<file path="src/rtl/spmh_regs.svh">
// Register offsets, field positions, reset values and timing counts
`ifndef SPMH_REGS_SVH
`define SPMH_REGS_SVH

// Register indices on the host register port
`define SPMH_MCR_OFS     8'h05
`define SPMH_LSR_OFS     8'h0A

// Modem line force register fields
`define SPMH_MCR_DTR     0
`define SPMH_MCR_RTS     1
`define SPMH_MCR_DRS     2
`define SPMH_MCR_RST     8'h00

// Line status register fields
`define SPMH_LSR_RDY     0
`define SPMH_LSR_OVR     1
`define SPMH_LSR_PAR     2
`define SPMH_LSR_FRM     3
`define SPMH_LSR_BRK     4

// Clock rate, oversampling and line rates in baud
`define SPMH_CLK_HZ      125000000
`define SPMH_OVS         16
`define SPMH_BAUD_300    300
`define SPMH_BAUD_1200   1200
`define SPMH_BAUD_2400   2400
`define SPMH_BAUD_4800   4800
`define SPMH_BAUD_9600   9600
`define SPMH_BAUD_19200  19200

// Frame layout: start, data bits, optional parity, one stop
`define SPMH_DATA_BITS   8
`define SPMH_BASE_FRAME  10

`endif

</file>
<file path="src/rtl/spmh_pkg.sv">
// Types shared by the serial port with modem handshake
package spmh_pkg;

	// Host operation in progress, one-hot
	typedef enum logic [2:0] {
		SPMH_OP_IDLE = 3'h1,
		SPMH_OP_TX   = 3'h2,
		SPMH_OP_RX   = 3'h4
	} spmh_op_e;

	// Receiver frame position, one-hot
	typedef enum logic [3:0] {
		SPMH_RX_IDLE  = 4'h1,
		SPMH_RX_START = 4'h2,
		SPMH_RX_DATA  = 4'h4,
		SPMH_RX_STOP  = 4'h8
	} spmh_rx_e;

	// Modem control outputs toward the peripheral
	typedef struct packed {
		logic dtr;
		logic rts;
		logic drs;
	} spmh_modem_s;

	// Sticky line status, packed as bits 4..0 of the status register
	typedef struct packed {
		logic brk;
		logic frm;
		logic par;
		logic ovr;
		logic rdy;
	} spmh_lsr_s;

endpackage : spmh_pkg

</file>
<file path="src/rtl/spmh_top.sv">
// Serial port with automatic modem line handshake and receive error flags
//
// Notes on behaviour
// - Transmit start drives DTR and RTS active unless already forced active.
// - Characters go out only while DSR and CTS are both active.
// - Transmit end drops DTR and RTS, except lines the force register holds.
// - Receive start asserts DTR and leaves RTS at its force bit, inactive unless forced.
// - Characters are accepted only while DSR and DCD are both active.
// - Receive end drops DTR unless the force register holds it active.
// - Force register bit 2 drives the data rate select line directly.
// - Force bit 1 holds RTS, bit 0 holds DTR; cleared bits toggle per operation.
// - Transmit completion is reported only after the last stop bit leaves.
// - One received character is held; a second before it is taken overruns.
// - Parity mismatch against the expected parity sets a parity error.
// - Misplaced start or stop bit sets a framing error.
// - A character lost to an occupied hold buffer sets an overrun error.
// - A break on the receive line sets the break flag.
// - Only received data sets line errors; transmit never does.
// - Each receive error sets its status bit and raises the pending error.
// - Reading the line status register clears the pending error.
// - Frames carry eight data bits, a parity bit only when PAR_EN is set, one stop bit.
// - Line rate is one of 300 to 19200 baud; both ends must match.
`timescale 1ns/100ps
`include "spmh_regs.svh"

module spmh_top
	import spmh_pkg::*;
#(
	parameter int       CLK_HZ  = `SPMH_CLK_HZ,
	parameter bit       PAR_EN  = 1'b0,
	parameter bit       PAR_ODD = 1'b0
) (
	input  wire logic       clock,
	input  wire logic       rstn,
	input  wire logic       reg_wr,
	input  wire logic       reg_rd,
	input  wire logic [7:0] reg_addr,
	input  wire logic [7:0] reg_wdata,
	output logic      [7:0] reg_rdata,
	output logic            reg_rvalid,
	input  wire logic [2:0] baud_sel,
	input  wire logic       tx_begin,
	input  wire logic       tx_valid,
	input  wire logic [7:0] tx_data,
	input  wire logic       tx_last,
	output logic            tx_ready,
	input  wire logic       rx_begin,
	input  wire logic       rx_end,
	input  wire logic       rx_take,
	output logic            rx_valid,
	output logic      [7:0] rx_data,
	output logic            op_done,
	output logic            err_pending,
	output logic            txd,
	input  wire logic       rxd,
	output logic            dtr,
	output logic            rts,
	output logic            drs,
	input  wire logic       dsr,
	input  wire logic       cts,
	input  wire logic       dcd
);

	////////////////////////////////////////////////////////////////////////
	// Frame geometry and rate divisors
	localparam int       FRAME  = `SPMH_BASE_FRAME + int'(PAR_EN);
	localparam int       RBITS  = `SPMH_DATA_BITS + int'(PAR_EN);
	localparam logic [3:0] TLAST = 4'(FRAME - 1);
	localparam logic [3:0] RLAST = 4'(RBITS - 1);
	// Break needs the line low for more than a whole frame of ticks
	localparam logic [7:0] BRK   = 8'(FRAME * `SPMH_OVS);

	// Oversample divisor for the chosen rate; unknown codes fall to 300
	function automatic logic [15:0] rate_div(input logic [2:0] sel);
		int b;
		case (sel)
			3'h1: b = `SPMH_BAUD_1200;
			3'h2: b = `SPMH_BAUD_2400;
			3'h3: b = `SPMH_BAUD_4800;
			3'h4: b = `SPMH_BAUD_9600;
			3'h5: b = `SPMH_BAUD_19200;
			default: b = `SPMH_BAUD_300;
		endcase
		return 16'(CLK_HZ / (`SPMH_OVS * b));
	endfunction : rate_div

	////////////////////////////////////////////////////////////////////////
	// Whole block state
	typedef struct packed {
		spmh_op_e    op;
		spmh_rx_e    rxs;
		logic [7:0]  mcr;
		logic [15:0] pre;
		logic [10:0] tx_sh;
		logic [3:0]  tx_bits;
		logic [3:0]  tx_sub;
		logic        tx_busy;
		logic        tx_fin;
		logic        tx_ready;
		logic        txd;
		logic [8:0]  rx_sh;
		logic [3:0]  rx_bits;
		logic [3:0]  rx_sub;
		logic        rx_prev;
		logic [7:0]  low_cnt;
		logic [7:0]  hold;
		spmh_lsr_s   lsr;
		logic        pend;
		spmh_modem_s modem;
		logic [7:0]  rdata;
		logic        rvalid;
		logic        done;
	} spmh_state_s;

	spmh_state_s s;
	spmh_state_s next_s;
	logic        tick;
	logic        ev_err;

	////////////////////////////////////////////////////////////////////////
	// Next state
	always_comb begin
		logic [7:0] rx_byte;
		logic       rx_par;
		next_s = s;
		tick = 1'b0;
		ev_err = 1'b0;
		rx_byte = PAR_EN ? s.rx_sh[7:0] : s.rx_sh[8:1];
		rx_par = s.rx_sh[8];
		next_s.done = 1'b0;
		next_s.rvalid = 1'b0;
		// Oversample enable; reloads so a rate change takes effect quickly
		if (s.pre == 16'h0000) begin
			tick = 1'b1;
			next_s.pre = rate_div(baud_sel) - 16'h0001;
		end else begin
			next_s.pre = s.pre - 16'h0001;
		end
		// Register port: force register write, reads answer next cycle
		if (reg_wr && reg_addr == `SPMH_MCR_OFS) begin
			next_s.mcr = reg_wdata;
		end
		if (reg_rd) begin
			next_s.rvalid = 1'b1;
			case (reg_addr)
				`SPMH_MCR_OFS: next_s.rdata = s.mcr;
				`SPMH_LSR_OFS: next_s.rdata = {3'h0, s.lsr};
				default:       next_s.rdata = 8'h00;
			endcase
			// Clears come first so an error in this cycle survives
			if (reg_addr == `SPMH_LSR_OFS) begin
				next_s.pend = 1'b0;
				next_s.lsr.ovr = 1'b0;
				next_s.lsr.par = 1'b0;
				next_s.lsr.frm = 1'b0;
				next_s.lsr.brk = 1'b0;
			end
		end
		// Host operation sequencing
		case (s.op)
			SPMH_OP_IDLE: begin
				if (tx_begin) begin
					next_s.op = SPMH_OP_TX;
					next_s.tx_fin = 1'b0;
				end else if (rx_begin) begin
					next_s.op = SPMH_OP_RX;
				end
			end
			SPMH_OP_TX: begin
				if (s.tx_fin && !s.tx_busy) begin
					next_s.op = SPMH_OP_IDLE;
					next_s.done = 1'b1;
				end
			end
			SPMH_OP_RX: begin
				if (rx_end) begin
					next_s.op = SPMH_OP_IDLE;
					next_s.done = 1'b1;
				end
			end
			default: next_s.op = SPMH_OP_IDLE;
		endcase
		// Transmitter: load only what was offered under DSR and CTS
		if (tx_valid && s.tx_ready) begin
			next_s.tx_sh = PAR_EN ?
				{1'b1, ^tx_data ^ PAR_ODD, tx_data, 1'b0} :
				{2'b11, tx_data, 1'b0};
			next_s.tx_busy = 1'b1;
			next_s.tx_bits = 4'h0;
			next_s.tx_sub = 4'h0;
			next_s.tx_fin = tx_last;
		end else if (s.tx_busy && tick) begin
			next_s.tx_sub = s.tx_sub + 4'h1;
			if (s.tx_sub == 4'hF) begin
				next_s.tx_sh = {1'b1, s.tx_sh[10:1]};
				next_s.tx_bits = s.tx_bits + 4'h1;
				// Busy ends only after the stop bit's full time
				if (s.tx_bits == TLAST) begin
					next_s.tx_busy = 1'b0;
				end
			end
		end
		next_s.txd = next_s.tx_busy ? next_s.tx_sh[0] : 1'b1;
		next_s.tx_ready = next_s.op == SPMH_OP_TX && !next_s.tx_busy &&
			!next_s.tx_fin && dsr && cts;
		// Host takes the held character before any new delivery
		if (rx_take) begin
			next_s.lsr.rdy = 1'b0;
		end
		// Break: a space held longer than one frame flags once
		if (tick) begin
			if (rxd) begin
				next_s.low_cnt = 8'h00;
			end else if (s.low_cnt <= BRK) begin
				next_s.low_cnt = s.low_cnt + 8'h01;
				if (s.low_cnt == BRK) begin
					next_s.lsr.brk = 1'b1;
					ev_err = 1'b1;
				end
			end
		end
		// Receiver: only the incoming line feeds the error flags
		if (tick) begin
			next_s.rx_prev = rxd;
			case (s.rxs)
				SPMH_RX_IDLE: begin
					if (s.rx_prev && !rxd && dsr && dcd) begin
						next_s.rxs = SPMH_RX_START;
						next_s.rx_sub = 4'h0;
					end
				end
				SPMH_RX_START: begin
					next_s.rx_sub = s.rx_sub + 4'h1;
					if (s.rx_sub == 4'h7) begin
						next_s.rx_sub = 4'h0;
						next_s.rx_bits = 4'h0;
						if (rxd) begin
							// Start bit vanished by mid-bit
							next_s.rxs = SPMH_RX_IDLE;
							next_s.lsr.frm = 1'b1;
							ev_err = 1'b1;
						end else begin
							next_s.rxs = SPMH_RX_DATA;
						end
					end
				end
				SPMH_RX_DATA: begin
					next_s.rx_sub = s.rx_sub + 4'h1;
					if (s.rx_sub == 4'hF) begin
						next_s.rx_sh = {rxd, s.rx_sh[8:1]};
						next_s.rx_bits = s.rx_bits + 4'h1;
						if (s.rx_bits == RLAST) begin
							next_s.rxs = SPMH_RX_STOP;
						end
					end
				end
				SPMH_RX_STOP: begin
					next_s.rx_sub = s.rx_sub + 4'h1;
					if (s.rx_sub == 4'hF) begin
						next_s.rxs = SPMH_RX_IDLE;
						if (!rxd) begin
							next_s.lsr.frm = 1'b1;
							ev_err = 1'b1;
						end
						if (PAR_EN && (rx_par != (^rx_byte ^ PAR_ODD))) begin
							next_s.lsr.par = 1'b1;
							ev_err = 1'b1;
						end
						// Single hold register; a full one loses the new byte
						if (next_s.lsr.rdy) begin
							next_s.lsr.ovr = 1'b1;
							ev_err = 1'b1;
						end else begin
							next_s.hold = rx_byte;
							next_s.lsr.rdy = 1'b1;
						end
					end
				end
				default: next_s.rxs = SPMH_RX_IDLE;
			endcase
		end
		if (ev_err) begin
			next_s.pend = 1'b1;
		end
		// DTR and RTS follow the operation unless forced active; DRS follows its force bit
		next_s.modem.dtr = next_s.mcr[`SPMH_MCR_DTR] ||
			next_s.op != SPMH_OP_IDLE;
		next_s.modem.rts = next_s.mcr[`SPMH_MCR_RTS] ||
			next_s.op == SPMH_OP_TX;
		next_s.modem.drs = next_s.mcr[`SPMH_MCR_DRS];
	end

	////////////////////////////////////////////////////////////////////////
	// State register
	always_ff @(posedge clock or negedge rstn) begin
		if (!rstn) begin
			s <= '0;
			s.op <= SPMH_OP_IDLE;
			s.rxs <= SPMH_RX_IDLE;
			s.mcr <= `SPMH_MCR_RST;
			s.txd <= 1'b1;
			s.rx_prev <= 1'b1;
		end else begin
			s <= next_s;
		end
	end

	// Outputs straight from the state flops
	assign reg_rdata = s.rdata;
	assign reg_rvalid = s.rvalid;
	assign tx_ready = s.tx_ready;
	assign rx_valid = s.lsr.rdy;
	assign rx_data = s.hold;
	assign op_done = s.done;
	assign err_pending = s.pend;
	assign txd = s.txd;
	assign dtr = s.modem.dtr;
	assign rts = s.modem.rts;
	assign drs = s.modem.drs;
endmodule : spmh_top

</file>
<file path="config.mk">
export PLATFORM = sky130hd
export DESIGN_NAME = spmh_top
export DESIGN_NICKNAME = d
export VERILOG_FILES = /design/src/rtl/spmh_pkg.sv /design/src/rtl/spmh_top.sv
export VERILOG_INCLUDE_DIRS = /design/src /design/src/rtl
export SDC_FILE = /design/constraint.sdc
export NUM_CORES = 1
export LEC_CHECK = 0
export ABC_AREA = 1
export BUFFER_PORTS_ARGS = -buffer_cell sky130_fd_sc_hd__buf_4
export CAP_MARGIN = 10
export CORE_MARGIN = 4
export CORE_UTILIZATION = 61
export DETAILED_ROUTE_END_ITERATION = 8
export PLACE_DENSITY = 0.79
export SLEW_MARGIN = 20
export SYNTH_ARGS = -nofsm -noshare
export SYNTH_HDL_FRONTEND = slang
export SYNTH_SLANG_ARGS = --single-unit
</file>
<file path="constraint.sdc">
create_clock -name clock -period 2.75 [get_ports clock]
set_clock_uncertainty 0.15 [all_clocks]
set_input_delay 0.1375 -clock clock [delete_from_list [all_inputs] [get_ports clock]]
set_output_delay 0.1375 -clock clock [all_outputs]
set_load 0.1 [all_outputs]
</file>
==> summary.txt, run 1 <==
I/O pins: 66
Post-CTS Setup Bufs: 197
H-Tree Depth: 3
Routability cong.: 0.998
Syn_area_per_cell: 6.16 um^2
Cell Area, Placed: 22,500 um^2
Gate Count Post-Synth: 2,641
TritonCTS Buffers: 9
Largest area contributor in the synthesized netlist: nand2_1
Maximum clock path buffer count: 2
Most frequent cell after synthesis: nand2_1
Stop err: [ERROR DPL-0033] detailed placement checks failed during check placement.
Stage where the run ended: 4_1_cts
Root buffer cell: clkbuf_16
Top cell type's share of synthesized area: 16.8%
# rows: 59
Die Width: 171 um
Hold-fix buffers, CTS: 27
Commonest register cell after synthesis: dfrtp_1
Die Y: 171 um
Cell Area, Synth: 16,300 um^2
Initial core utilization: 62.3%
Port buffer count: 65
Synth area leaders: nand2_1, dfrtp_1, ha_1
Seq/Total Area, Yosys: 16.0%
Yosys warns: 0
CTS sink cnt: 104
Synth Register Bits: 104
Post-Place Worst Slack: -24,610 ps
Dpl hpwl: 46.8 mm
Async set-reset flop share out of synthesis: 100%
CTS resizes: 329
Synth cell types: 65
Outcome: aborted with a tool error
Synth cell count leaders: nand2_1, inv_1, o21ai_0
EDFF count, synth: 0
==> logic make-up after synthesis <==
family / count (synthesis) / synth area share [%]
buffers and inverters: 444 / 11.2
AO/OA/AOI/OAI: 455 / 15.6
AND/OR/NAND/NOR: 1348 / 37.9
multiplexers: 1 / 0.0692
flip-flops: 104 / 16.0
other: 2 / 0.0461
adder cells (fa/ha/maj): 162 / 12.5
XOR/XNOR: 125 / 6.77
==> through the flow <==
stage	TNS [ps]	util [%]	hold slack, ps	cells
floorplan	-334390	-	-308	2645
global placement	-320800	86.3	42.7	3689
detailed placement	-342980	86.3	49.9	3689
==> run 2, diff against run 1 <==
- CORE_UTILIZATION: 61 -> 40
- PLACE_DENSITY: 0.79 -> unset
- PLACE_DENSITY_LB_ADDON: unset -> 0.15
==> summary.txt, run 2 <==
Crit Path Category: in2reg
Antenna diodes: 0
GRT Total Usage: 28.1%
Rel. slew slack: 56.6%
Dpl hpwl: 45.9 mm (-1.8%)
Reg area: 2610 um^2
Top cell type's share of synthesized area: 16.8% (unchanged)
GR peak layer: met2
Setup WS post-layout: -22,810 ps
Hold WC Path Type: in2reg
CP max stage cell: ha_1
WP data arrival: 25,640 ps
Root buffer cell: clkbuf_16
Largest area contributor in the synthesized netlist: nand2_1
Worst hold stages: 5
Worst skew pair latency: 350 ps
# rows: 73 (+24%)
F_max: 39.1 MHz
Hold path start: tx_valid
Gate Count Post-Synth: 2,641 (unchanged)
Drc violations: 0
Synth Register Bits: 104 (unchanged)
Max-cap viol count: 0
Layout cells sized above 1: 45.1%
Commonest register cell after synthesis: dfrtp_1
Register-to-register setup slack: 50 ps
Final WL: 68.4 mm
Fin. Hold Viols: 0
Tmin final: 25,560 ps
Antenna violations before repair: 0
Cell Area, Synth: 16,300 um^2 (unchanged)
TritonCTS Buffers: 9 (unchanged)
Area growth syn-to-layout: 73.2%
Commonest non-fill, non-tap cell in the layout: buf_4
Largest net degree at the start of global routing: 51
Routability cong.: 0.971 (-2.8%)
Synth area leaders: nand2_1, dfrtp_1, ha_1
CTS tree: done
Most frequent CP cell: nand2_2
Hold endpoint: s[59]
CP endpoint kind: flop
FF-to-FF Start: s[89]
Outcome: finished, violations left
Crit path max fanout: 8
Initial core utilization: 40.7% (-22 points)
Die ar.: 44,000 um^2
Pre-antenna DRT Iters: 6
Routed Antenna Nets: 0
Vias in the first global route: 22,000
Yosys warns: 0 (unchanged)
Seq/Total Area, Yosys: 16.0% (unchanged)
Grt ovf: 0
Fin crit share: 929%
Final nets: 3,931
Max reg flops: 80
H-Tree Depth: 3 (unchanged)
Reg with most FFs: s
Die Y: 210 um (+22%)
Most frequent cell after synthesis: nand2_1
Failing checks: negative setup slack
Wire per inst: 16.1 um
CTS sink cnt: 104 (unchanged)
Max-slew violation count: 0
Final Cell Area: 28,200 um^2
I/O pins: 66 (unchanged)
RSZ-0062 raised after global routing: yes
Crit path required time: 2830 ps
CP peak stage delay: 340 ps
Most frequent cells in the layout: buf_4, nand2_1, inv_1, nand3_1, nor2_1
Slew of the pin with the lowest slew margin: 645 ps
Synth cell count leaders: nand2_1, inv_1, o21ai_0
EDFF count, synth: 0 (unchanged)
Cell Area, Placed: 23,100 um^2 (+2.3%)
Core area: 40,000 um^2
GR Util met3: 2.68%
Reg2reg end: s[88]
Die Width: 210 um (+22%)
FF-to-FF path depth: 13
Port buffer count: 65 (unchanged)
Maximum clock path buffer count: 2 (unchanged)
Routed via count: 22,300
CP startpoint kind: input port
Worst-path clk slew: 80 ps
DRT iter0 DRCs: 1,397
Async set-reset flop share out of synthesis: 100% (unchanged)
Routing usage on met2: 51.5%
First-pass GRT wire length: 104 mm
Combined area of the multi-input logic cells: 14,300 um^2
Fillcell total: 3,095
Vias per cell: 5.24
Syn_area_per_cell: 6.16 um^2 (unchanged)
Synth cell types: 65 (unchanged)
GR Layer Usage met1: 34.2%
Setup violators final: 14
[run 2: per-stage QoR]
stage / util, % / TNS [ps] / worst slack [ps] / hold WS, ps / instances
after global routing: 70.5 / -338390 / -24230 / 109 / 4258
after global placement: 57.6 / -324680 / -23270 / -50.2 / 3911
final: 70.5 / -318370 / -22810 / 96.5 / 4258
after CTS: 66.6 / -301410 / -21580 / 79.7 / 4192
after detailed placement: 57.6 / -336940 / -24150 / -46.9 / 3911
after floorplan: - / -334390 / -23940 / -308 / 2645
[run 2: final cells by class]
class,count,share of cell area [%]
repair buffers,1130,31.1
clock buffers,9,0.799
inverters,378,5.33
multi-input cells,2100,50.8
repair inverters,5,0.111
flip-flops and latches,104,9.25
clock inverters,7,0.289
well taps,525,2.33
[run 2: what timing repair did]
action,in CTS,in global routing
buffers inserted,227,66
pin swaps,182,154
hold buffers,29,0
setup endpoints to repair,14,24
endpoints found under the hold margin,103,0
cloned,9,0
gates resized for setup,306,219
[run 2: worst max path at each step]
stage	start	to	slack, ps	cells past startpoint
floorplan	baud_sel[2]	s[85]	-23940	228
global placement	baud_sel[2]	s[91]	-23270	187
detailed placement	baud_sel[1]	s[91]	-24150	197
CTS	baud_sel[2]	s[85]	-21580	212
global route	baud_sel[2]	s[85]	-24230	207
finish	baud_sel[2]	s[85]	-22810	206
[run 2: routing by layer]
layer	wire length, um	up-vias
met5	0	-
met2	34000	755
met1	27900	10400
met3	3350	270
li1	-	10900
met4	3170	0
[run 2: logic make-up after synthesis]
kind of cell / Yosys count / synth area share, %
XOR/XNOR: 125 / 6.77
flip-flops: 104 / 16.0
AO/OA/AOI/OAI: 455 / 15.6
buffers and inverters: 444 / 11.2
AND/OR/NAND/NOR: 1348 / 37.9
adder cells (fa/ha/maj): 162 / 12.5
other: 2 / 0.0461
multiplexers: 1 / 0.0692
[run 2: worst max-delay path, delay by kind of cell]
family | cells | cell delay (ps)
and+or+nand+nor | 97 | 10300
AOI/OAI and AO/OA | 51 | 6440
xor gates and xnor gates | 2 | 340
adders and majority gates | 16 | 4330
buffers and inverters | 40 | 4010
Power of run 2 is left out: the tool's default activity adds up to more than one toggle a clock period on the data nets, which glitch-free logic cannot reach.
